--- src/design/alu_core_map.vh ---
`ifndef ALU_CORE_MAP_VH
`define ALU_CORE_MAP_VH

// ----------------------------------------
// Register byte offsets on the APB bus
// ----------------------------------------
`define OFS_INSTR 12'h000
`define OFS_ACC 12'h004
`define OFS_STATUS 12'h008
`define OFS_PTR0 12'h00c
`define OFS_PTR1 12'h010
`define OFS_PAGE 12'h014
`define OFS_PC 12'h018
`define OFS_COUNT 12'h01c
`define OFS_LAST 12'h020
`define OFS_FILE_BASE 12'h200
`define OFS_FILE_LAST 12'h3fc

// ----------------------------------------
// Instruction word fields
// ----------------------------------------
`define INSTR_OP 3:0
`define INSTR_DEST 4
`define INSTR_PSEL 5
`define INSTR_FADDR 14:8
`define INSTR_LIT11 26:16
`define INSTR_LIT8 23:16
`define INSTR_LIT6 21:16

// ----------------------------------------
// Operation codes
// ----------------------------------------
`define OP_POINTER_ADD 4'h0
`define OP_AND_LIT 4'h1
`define OP_ADD_LIT 4'h2
`define OP_AND_FILE 4'h3
`define OP_ADD_FILE 4'h4
`define OP_ASR_FILE 4'h5
`define OP_ADDC_FILE 4'h6
`define OP_DEC_SKIP 4'h7
`define OP_BRANCH 4'h8
`define OP_INC_SKIP 4'h9
`define OP_OR_LIT 4'ha
`define OP_INC_FILE 4'hb
`define OP_OR_FILE 4'hc

// ----------------------------------------
// Status bits, page source and reset values
// ----------------------------------------
`define STAT_C 0
`define STAT_DC 1
`define STAT_Z 2
`define STAT_BUSY 3
`define PAGE_SRC 6:3
`define ACC_RST 8'h00
`define PTR_RST 16'h0000
`define PAGE_RST 7'h00
`define PC_RST 15'h0000

`endif

--- src/design/mcu_core_alu_ops.v ---
// Implementation choices: the APB register port and the placing of the registers.
`timescale 1ns/1ps
`include "alu_core_map.vh"

module mcu_core_alu_ops (
  // Clock and reset
  input wire CLK_I,
  input wire RST_B_I,
  // APB slave
  input wire PSEL_I,
  input wire PENABLE_I,
  input wire PWRITE_I,
  input wire [11:0] PADDR_I,
  input wire [31:0] PWDATA_I,
  output reg [31:0] PRDATA_O,
  output reg PREADY_O,
  output reg PSLVERR_O,
  // Core state
  output reg [7:0] ACC_O,
  output reg [14:0] PC_O,
  output reg BUSY_O
);

  // ----------------------------------------
  // Reset release
  // ----------------------------------------
  reg rst_meta_b;
  reg rst_b;

  // Reset asserts at once and releases after two edges.
  // Every other register except the file registers resets from the released copy, so none of them
  // leaves reset on an edge at which the pin itself may still be moving.
  always @(posedge CLK_I or negedge RST_B_I) begin
    if (!RST_B_I) begin
      rst_meta_b <= 1'b0;
      rst_b <= 1'b0;
    end else begin
      rst_meta_b <= 1'b1;
      rst_b <= rst_meta_b;
    end
  end

  // ----------------------------------------
  // Core state
  // ----------------------------------------
  // Status flags: carry, half carry and zero.
  reg flag_c;
  reg flag_dc;
  reg flag_z;
  // Indirect pointer pairs and the page latch for the branch.
  reg [15:0] ptr0;
  reg [15:0] ptr1;
  reg [6:0] page_latch;
  // Bookkeeping that software can read.
  reg [31:0] instr_count;
  reg [7:0] last_result;

  // ----------------------------------------
  // Bus decode
  // ----------------------------------------
  // An access phase is answered once; done marks the edge at which a transfer takes effect.
  wire access = PSEL_I && PENABLE_I;
  wire done = access && PREADY_O;
  // The file window holds one aligned word per file register.
  wire is_file = (PADDR_I >= `OFS_FILE_BASE) && (PADDR_I <= `OFS_FILE_LAST) && (PADDR_I[1:0] == 2'b00);
  wire [6:0] bus_faddr = PADDR_I[8:2];
  wire instr_wr = PWRITE_I && (PADDR_I == `OFS_INSTR);
  // A new instruction waits while the second slot of the previous one runs.
  wire stall = instr_wr && BUSY_O;
  wire exec = done && instr_wr;

  // Returns 1 when the byte address names a register outside the file window.
  function mapped;
    input [11:0] a;
    begin
      case (a)
        `OFS_INSTR, `OFS_ACC, `OFS_STATUS, `OFS_PTR0, `OFS_PTR1,
        `OFS_PAGE, `OFS_PC, `OFS_COUNT, `OFS_LAST: mapped = 1'b1;
        default: mapped = 1'b0;
      endcase
    end
  endfunction

  // ----------------------------------------
  // Instruction fields
  // ----------------------------------------
  // Fields come straight from the write data, so an instruction acts at the edge that completes its write.
  wire [3:0] op = PWDATA_I[`INSTR_OP];
  wire dest = PWDATA_I[`INSTR_DEST];
  wire psel_ptr = PWDATA_I[`INSTR_PSEL];
  wire [6:0] faddr = PWDATA_I[`INSTR_FADDR];
  wire [7:0] lit8 = PWDATA_I[`INSTR_LIT8];
  wire [10:0] lit11 = PWDATA_I[`INSTR_LIT11];
  wire [5:0] lit6 = PWDATA_I[`INSTR_LIT6];

  // ----------------------------------------
  // Datapath
  // ----------------------------------------
  // Operands and results of the arithmetic unit.
  wire [7:0] file_op_val;
  wire [7:0] file_bus_val;
  wire [7:0] alu_result;
  wire alu_c;
  wire alu_dc;
  wire alu_z;
  wire set_c;
  wire set_dc;
  wire set_z;
  wire alu_valid;
  wire alu_file_op;
  wire alu_skip;

  // The arithmetic unit works on the accumulator and either the literal or the addressed file register.
  alu_core u_alu (
    .op_i(op),
    .acc_i(ACC_O),
    .file_i(file_op_val),
    .lit_i(lit8),
    .carry_i(flag_c),
    .result_o(alu_result),
    .carry_o(alu_c),
    .half_o(alu_dc),
    .zero_o(alu_z),
    .set_c_o(set_c),
    .set_dc_o(set_dc),
    .set_z_o(set_z),
    .valid_o(alu_valid),
    .file_op_o(alu_file_op),
    .skip_o(alu_skip)
  );

  // ----------------------------------------
  // Register file
  // ----------------------------------------
  // File write-back happens for an executed file operation with destination 1, or a bus write.
  // The two never meet in one cycle, because an instruction write does not name a file address.
  wire to_file = exec && alu_valid && alu_file_op && dest;
  wire bus_file_wr = done && PWRITE_I && is_file;
  wire mem_wr = to_file || bus_file_wr;
  wire [6:0] mem_waddr = to_file ? faddr : bus_faddr;
  wire [7:0] mem_wdata = to_file ? alu_result : PWDATA_I[7:0];

  // Port a serves the instruction operand, port b the bus read.
  file_mem #(
    .AW(7),
    .DW(8)
  ) u_file (
    .clk_i(CLK_I),
    .wr_en_i(mem_wr),
    .wr_addr_i(mem_waddr),
    .wr_data_i(mem_wdata),
    .rd_a_addr_i(faddr),
    .rd_a_data_o(file_op_val),
    .rd_b_addr_i(bus_faddr),
    .rd_b_data_o(file_bus_val)
  );

  // ----------------------------------------
  // Pointer arithmetic
  // ----------------------------------------
  // Pointer sum: sign-extend the literal and let the 16-bit add wrap.
  // A negative literal thus wraps below zero to the top of the pointer range.
  wire [15:0] ptr_sel = psel_ptr ? ptr1 : ptr0;
  wire [15:0] ptr_sum = ptr_sel + {{10{lit6[5]}}, lit6};

  // ----------------------------------------
  // Read data
  // ----------------------------------------
  // Word that the next answer will carry.
  reg [31:0] rd_value;

  // Selects read data; bits above a register's width read as zero.
  always @* begin
    rd_value = 32'h00000000;
    if (is_file) begin
      rd_value = {24'h000000, file_bus_val};
    end else begin
      case (PADDR_I)
        `OFS_ACC: rd_value = {24'h000000, ACC_O};
        `OFS_STATUS: rd_value = {28'h0000000, BUSY_O, flag_z, flag_dc, flag_c};
        `OFS_PTR0: rd_value = {16'h0000, ptr0};
        `OFS_PTR1: rd_value = {16'h0000, ptr1};
        `OFS_PAGE: rd_value = {25'h0000000, page_latch};
        `OFS_PC: rd_value = {17'h00000, PC_O};
        `OFS_COUNT: rd_value = instr_count;
        `OFS_LAST: rd_value = {24'h000000, last_result};
        default: rd_value = 32'h00000000;
      endcase
    end
  end

  // ----------------------------------------
  // APB answer
  // ----------------------------------------
  // Answers one cycle into the access phase; an instruction write also waits out a busy slot.
  // PREADY_O drops in the cycle after it stands, so every transfer sees one answer only.
  // Read data and error read zero outside the answer cycle.
  always @(posedge CLK_I or negedge rst_b) begin
    if (!rst_b) begin
      PREADY_O <= 1'b0;
      PSLVERR_O <= 1'b0;
      PRDATA_O <= 32'h00000000;
    end else begin
      PREADY_O <= access && !PREADY_O && !stall;
      if (access && !PREADY_O && !stall) begin
        PSLVERR_O <= !(mapped(PADDR_I) || is_file) || (PWRITE_I && (PADDR_I == `OFS_PC));
        PRDATA_O <= PWRITE_I ? 32'h00000000 : rd_value;
      end else begin
        PSLVERR_O <= 1'b0;
        PRDATA_O <= 32'h00000000;
      end
    end
  end

  // ----------------------------------------
  // Execution and software writes
  // ----------------------------------------
  // Each instruction commits at the edge that completes its bus write.
  always @(posedge CLK_I or negedge rst_b) begin
    if (!rst_b) begin
      ACC_O <= `ACC_RST;
      flag_c <= 1'b0;
      flag_dc <= 1'b0;
      flag_z <= 1'b0;
      ptr0 <= `PTR_RST;
      ptr1 <= `PTR_RST;
      page_latch <= `PAGE_RST;
      PC_O <= `PC_RST;
      BUSY_O <= 1'b0;
      instr_count <= 32'h00000000;
      last_result <= 8'h00;
    end else begin
      // The second slot lasts exactly one cycle.
      BUSY_O <= 1'b0;
      // An executed instruction owns this edge; the bus is busy with its word.
      if (exec) begin
        instr_count <= instr_count + 32'h00000001;
        // Flags change only where the operation asks; skip forms and pointer add keep them.
        if (alu_valid) begin
          last_result <= alu_result;
          if (!(alu_file_op && dest)) begin
            ACC_O <= alu_result;
          end
          if (set_c) begin
            flag_c <= alu_c;
          end
          if (set_dc) begin
            flag_dc <= alu_dc;
          end
          if (set_z) begin
            flag_z <= alu_z;
          end
        end
        // The pointer add touches no flag.
        if (op == `OP_POINTER_ADD) begin
          if (psel_ptr) begin
            ptr1 <= ptr_sum;
          end else begin
            ptr0 <= ptr_sum;
          end
        end
        // A branch or taken skip spends the next cycle in the no_operation slot.
        if (op == `OP_BRANCH) begin
          PC_O <= {page_latch[`PAGE_SRC], lit11};
          BUSY_O <= 1'b1;
        end else if (alu_skip) begin
          PC_O <= PC_O + 15'h0002;
          BUSY_O <= 1'b1;
        end else begin
          PC_O <= PC_O + 15'h0001;
        end
      end else if (done && PWRITE_I) begin
        // Software writes; the counter is read-only and a write to the count clears it.
        case (PADDR_I)
          `OFS_ACC: ACC_O <= PWDATA_I[7:0];
          `OFS_STATUS: begin
            flag_c <= PWDATA_I[`STAT_C];
            flag_dc <= PWDATA_I[`STAT_DC];
            flag_z <= PWDATA_I[`STAT_Z];
          end
          `OFS_PTR0: ptr0 <= PWDATA_I[15:0];
          `OFS_PTR1: ptr1 <= PWDATA_I[15:0];
          `OFS_PAGE: page_latch <= PWDATA_I[6:0];
          `OFS_COUNT: instr_count <= 32'h00000000;
          default: ACC_O <= ACC_O;
        endcase
      end
    end
  end

endmodule

--- src/design/file_mem.v ---
`timescale 1ns/1ps
`include "alu_core_map.vh"

// ----------------------------------------
// Data register file with one write port and two read ports
// ----------------------------------------
module file_mem #(
  parameter AW = 7,
  parameter DW = 8
) (
  // Clock
  input wire clk_i,
  // Write port
  input wire wr_en_i,
  input wire [AW-1:0] wr_addr_i,
  input wire [DW-1:0] wr_data_i,
  // Read ports
  input wire [AW-1:0] rd_a_addr_i,
  output wire [DW-1:0] rd_a_data_o,
  input wire [AW-1:0] rd_b_addr_i,
  output wire [DW-1:0] rd_b_data_o
);

  reg [DW-1:0] mem [0:(1<<AW)-1];

  // Write commits at the clock edge.
  always @(posedge clk_i) begin
    if (wr_en_i) begin
      mem[wr_addr_i] <= wr_data_i;
    end
  end

  // Reads are combinational so the datapath sees the operand in the same cycle.
  assign rd_a_data_o = mem[rd_a_addr_i];
  assign rd_b_data_o = mem[rd_b_addr_i];

endmodule

--- src/design/alu_core.v ---
`timescale 1ns/1ps
`include "alu_core_map.vh"

// ----------------------------------------
// Combinational arithmetic and logic unit
// ----------------------------------------
module alu_core (
  // Operation and operands
  input wire [3:0] op_i,
  input wire [7:0] acc_i,
  input wire [7:0] file_i,
  input wire [7:0] lit_i,
  input wire carry_i,
  // Result and flags
  output reg [7:0] result_o,
  output reg carry_o,
  output reg half_o,
  output wire zero_o,
  // Which flags and which destination the result updates
  output reg set_c_o,
  output reg set_dc_o,
  output reg set_z_o,
  output reg valid_o,
  output reg file_op_o,
  output wire skip_o
);

  reg [9:0] sum;

  // Returns {half carry, carry, sum} of a + b + cin.
  function [9:0] add_flags;
    input [7:0] a;
    input [7:0] b;
    input cin;
    reg [4:0] lo;
    reg [8:0] full;
    begin
      lo = {1'b0, a[3:0]} + {1'b0, b[3:0]} + {4'h0, cin};
      full = {1'b0, a} + {1'b0, b} + {8'h00, cin};
      add_flags = {lo[4], full};
    end
  endfunction

  // Result selection and flag masks per operation.
  always @* begin
    sum = 10'h000;
    result_o = 8'h00;
    carry_o = 1'b0;
    half_o = 1'b0;
    set_c_o = 1'b0;
    set_dc_o = 1'b0;
    set_z_o = 1'b0;
    valid_o = 1'b1;
    file_op_o = 1'b1;
    case (op_i)
      `OP_AND_LIT: begin
        result_o = acc_i & lit_i;
        set_z_o = 1'b1;
        file_op_o = 1'b0;
      end
      `OP_OR_LIT: begin
        result_o = acc_i | lit_i;
        set_z_o = 1'b1;
        file_op_o = 1'b0;
      end
      `OP_ADD_LIT: begin
        sum = add_flags(acc_i, lit_i, 1'b0);
        file_op_o = 1'b0;
      end
      `OP_ADD_FILE: begin
        sum = add_flags(acc_i, file_i, 1'b0);
      end
      `OP_ADDC_FILE: begin
        sum = add_flags(acc_i, file_i, carry_i);
      end
      `OP_AND_FILE: begin
        result_o = acc_i & file_i;
        set_z_o = 1'b1;
      end
      `OP_OR_FILE: begin
        result_o = acc_i | file_i;
        set_z_o = 1'b1;
      end
      `OP_ASR_FILE: begin
        result_o = {file_i[7], file_i[7:1]};
        carry_o = file_i[0];
        set_c_o = 1'b1;
        set_z_o = 1'b1;
      end
      `OP_DEC_SKIP: begin
        result_o = file_i - 8'h01;
      end
      `OP_INC_SKIP: begin
        result_o = file_i + 8'h01;
      end
      `OP_INC_FILE: begin
        result_o = file_i + 8'h01;
        set_z_o = 1'b1;
      end
      default: begin
        valid_o = 1'b0;
        file_op_o = 1'b0;
      end
    endcase
    // The three add forms share the flag outputs of the adder.
    if (op_i == `OP_ADD_LIT || op_i == `OP_ADD_FILE || op_i == `OP_ADDC_FILE) begin
      result_o = sum[7:0];
      carry_o = sum[8];
      half_o = sum[9];
      set_c_o = 1'b1;
      set_dc_o = 1'b1;
      set_z_o = 1'b1;
    end
  end

  assign zero_o = (result_o == 8'h00);
  // A zero result from the skip forms turns the next slot into a no_operation.
  assign skip_o = zero_o && (op_i == `OP_DEC_SKIP || op_i == `OP_INC_SKIP);

endmodule

--- config.mk ---
export PLATFORM = sky130hd
export DESIGN_NAME = mcu_core_alu_ops
export DESIGN_NICKNAME = d
export VERILOG_FILES = /design/src/design/mcu_core_alu_ops.v /design/src/design/file_mem.v /design/src/design/alu_core.v
export VERILOG_INCLUDE_DIRS = /design/src /design/src/design
export SDC_FILE = /design/constraint.sdc
export NUM_CORES = 2
export LEC_CHECK = 0
export BUFFER_PORTS_ARGS = -buffer_cell sky130_fd_sc_hd__buf_2
export CAP_MARGIN = 10
export CORE_ASPECT_RATIO = 0.9
export CORE_MARGIN = 5
export CORE_UTILIZATION = 30
export CTS_BUF_LIST = sky130_fd_sc_hd__clkbuf_2 sky130_fd_sc_hd__clkbuf_4 sky130_fd_sc_hd__clkbuf_8
export DETAILED_ROUTE_END_ITERATION = 8
export SLEW_MARGIN = 20
export SYNTH_ARGS = -nofsm -noshare
export SYNTH_HDL_FRONTEND = slang
export SYNTH_SLANG_ARGS = --single-unit
--- constraint.sdc ---
create_clock -name CLK_I -period 5.4 [get_ports CLK_I]
set_input_delay 0.27 -clock CLK_I [delete_from_list [all_inputs] [get_ports CLK_I]]
set_output_delay 0.27 -clock CLK_I [all_outputs]
set_load 0.005 [all_outputs]
==> flow_summary.ini <==
[route]
drt_iter0_markers = 4845
via_per_inst = 5.56
num_vias = 37000
drc = 0
wl_per_cell_um = 27.0
routed_wl_mm = 180
drt_first_pass_iters = 5
ant_nets = 0

[synthesis]
async_reset_ff_share_pct = 12.2
seq_area_frac_synth_pct = 59.5
synth_warnings = 0
synth_edf_count = 1024
syn_area_per_cell_um2 = 16.4
synth_area_mm2 = 0.0576
synthCells = 3514
ys.flop_type = edfxtp_1
synthDistinctLibCells = 77
syn_nets = 3609
ys_ff_latch = 1166

[sta]
rsz0062_at_grt = true
clock.fmax_ghz = 0.183
clock_skew_ns = 0.0614
tightest_slew_ns = 1.17
fin_crit_sh_pct = 101
finalCriticalPeriod_ns = 5.47
finalSetupTns_ns = -0.205
finalMaxSlewViolations = 0
final-hold-violation-count = 0
final-setup-viol-count = 5
setup_ws_ns = -0.0662
max_slew_margin_pct = 21.8

[clock_tree]
h-tree-depth = 4
cts_buffers = 183
clkLatencyLatePin_ns = 0.93
clkTransAtPathRegs_ns = 0.07
cts_root_buffer = clkbuf_8
clock_sinks = 1166
clock_path_buffers = 3
cts_tree = done

[floorplanning]
start_util_pct = 30.2
rows = 152
core-area_mm2 = 0.191
die_w_um = 472
die_h_um = 426
dieArea_mm2 = 0.201
num_io_pins = 107

[pwr]
finalPower_uw = 19300
intPower_uw = 14500
switching_power_uw = 4790
pwr-share-comb_pct = 10.5
clock_power_share_pct = 38.6
power_leakage_uw = 0.0233
swShare_pct = 24.8
vdd_drop_max_mv = 0.145
powerDensity_mw_per_mm2 = 283
p_seq_share_pct = 50.9

[critical_path]
crit_top_cell = mux4_2
critPathSlowestCell = mux4_2
path_cells = mux4_2 > mux4_2 > mux4_2 > nand2_4 > o31ai_4 > buf_4 > fa_2 > a21o_1 > a21oi_2 > xnor2_1 > o22ai_1 > a211o_1 > a2111oi_4 > nand4_1 > nor4_4 > buf_6 > mux2_4 > a311o_1
path_class = reg -> reg
max_stage_delay_ns = 0.54
startpoint = u_file.mem[55][1]
critPathMaxFanout = 8
worstPathArrival_ns = 6.24
crit_path_end_kind = register
r2r-start = u_file.mem[55][1]
cp_data_required_time_ns = 6.17
startpoint_type = register

[layout]
area_growth_pct = 18.1
final_common_cell = edfxtp_1
final_cell_count_no_fill = 6662
fin_nets = 4074
drive_gt1_share_pct = 35.2
final_cell_mix = 1024 x edfxtp_1, 549 x mux4_2, 351 x buf_4

[global_route]
grt_overflow_total = 0
antenna_found_initial = 9
grt_max_degree = 92
track_usage_pct = 17.6
grt_pass1_vias = 37000
grt_first_pass_wirelength_mm = 260

[outcome]
status = finished with violations
violations = setup timing

[placement]
port_buffers = 101
dp_cells = 6298
hpwlAfterDp_mm = 125
gp_congestion = 0.909

[min_path]
hold_class = reg -> async

[flow_run]
drv_cap = 0
routing by layer:
metal,track usage [%],share of wire [%]
met5,0,0.012
met1,24.8,42
met2,27.1,46
met3,4.15,9.9
met4,5.11,2.6
stage by stage:
stage	setup slack, ns	hold WS, ns	util (%)	instance area [um2]
after global routing	-0.194	0.107	35.6	68100
after CTS	0.00205	0.0200	35.6	67900
after global placement	-0.695	0.0559	33.5	64000
final	-0.0662	0.113	35.6	68100
after floorplan	-0.0296	-0.0256	-	57800
after detailed placement	-0.799	0.0605	33.5	64000
area by class of cell:
class / count / area [um2]
antenna: 3 / 7.51
fill: 18000 / 123000
multi-input combinational: 2066 / 22500
sequential: 1166 / 34300
inverter: 33 / 126
clock buffer: 240 / 2980
clock inverter: 84 / 524
timing repair buffer: 529 / 4470
tap: 2541 / 3180
state kept, by name (all words and copies together) (netlist names):
register     cells
ACC_O            8
BUSY_O           1
PC_O            15
PRDATA_O        32
PREADY_O         1
PSLVERR_O        1
flag_c           1
flag_dc          1
flag_z           1
instr_count     32
last_result      8
page_latch       7
ptr0            16
ptr1            16
rst_b            1
rst_meta_b       1
u_file.mem    1024
cells in the mapped netlist, drive strengths merged (37+ instances only):
| cell type | instances | area (um2) |
|---|---|---|
| edfxtp | 1024 | 30700 |
| mux4 | 549 | 12400 |
| nor2 | 259 | 972 |
| nand2 | 198 | 743 |
| mux2i | 153 | 1530 |
| dfrtp | 142 | 3550 |
| clkbuf | 141 | 529 |
| a21oi | 136 | 681 |
| buf | 108 | 562 |
| o21ai | 88 | 444 |
| nand3 | 80 | 400 |
| a22oi | 52 | 390 |
| ha | 42 | 526 |
| mux2 | 37 | 417 |
final timing paths:
path	endpoint	slack (ns)	depth (start not counted)
max in group asynchronous	PC_O[3]	4.13	1
min	PSLVERR_O	0.11	0
max	PC_O[14]	-0.07	18
max reg2reg	PC_O[14]	-0.07	18
min in group CLK_I	ptr1[11]	0.12	4
min reg2reg	PSLVERR_O	0.11	0
cells by family after synthesis:
| group | after synthesis | synth area share (%) |
|---|---|---|
| other cells | 1 | 0.00651 |
| compound gates | 505 | 5.80 |
| xor+xnor | 63 | 0.958 |
| fa+ha+maj | 46 | 1.05 |
| mux | 739 | 24.8 |
| flops | 1166 | 59.5 |
| simple gates | 712 | 5.71 |
| buf+inv | 282 | 2.11 |
critical path: cells and delay by family (launching register included):
kind | cells | cell delay (ns)
mux | 4 | 1.87
fa+ha+maj | 1 | 0.36
buf+inv | 2 | 0.37
xor+xnor | 1 | 0.20
simple gates | 3 | 0.55
flops | 1 | 0.40
compound gates | 7 | 1.56
repair_timing:
action | 4_1_cts | 5_1_grt
gates resized for setup | 17 | 22
setup buffers | 3 | 8
gates cloned | 0 | 0
endpoints found under the setup margin | 145 | 145
hold buffers | 26 | 0
pin swaps | 9 | 10
hold endpoints to repair | 49 | 0
power by group through the flow:
| stage | Clock, uW | Combinational (uW) | Sequential [uW] |
|---|---|---|---|
| after global routing | 8010 | 2140 | 9800 |
| after global placement | 0 | 1950 | 10000 |
| after floorplan | 0 | 1120 | 10000 |
| after detailed placement | 0 | 1970 | 10000 |
| final | 7430 | 2030 | 9810 |
| after CTS | 7560 | 2000 | 9810 |
No activity file was read; power rests on OpenSTA's default activity.
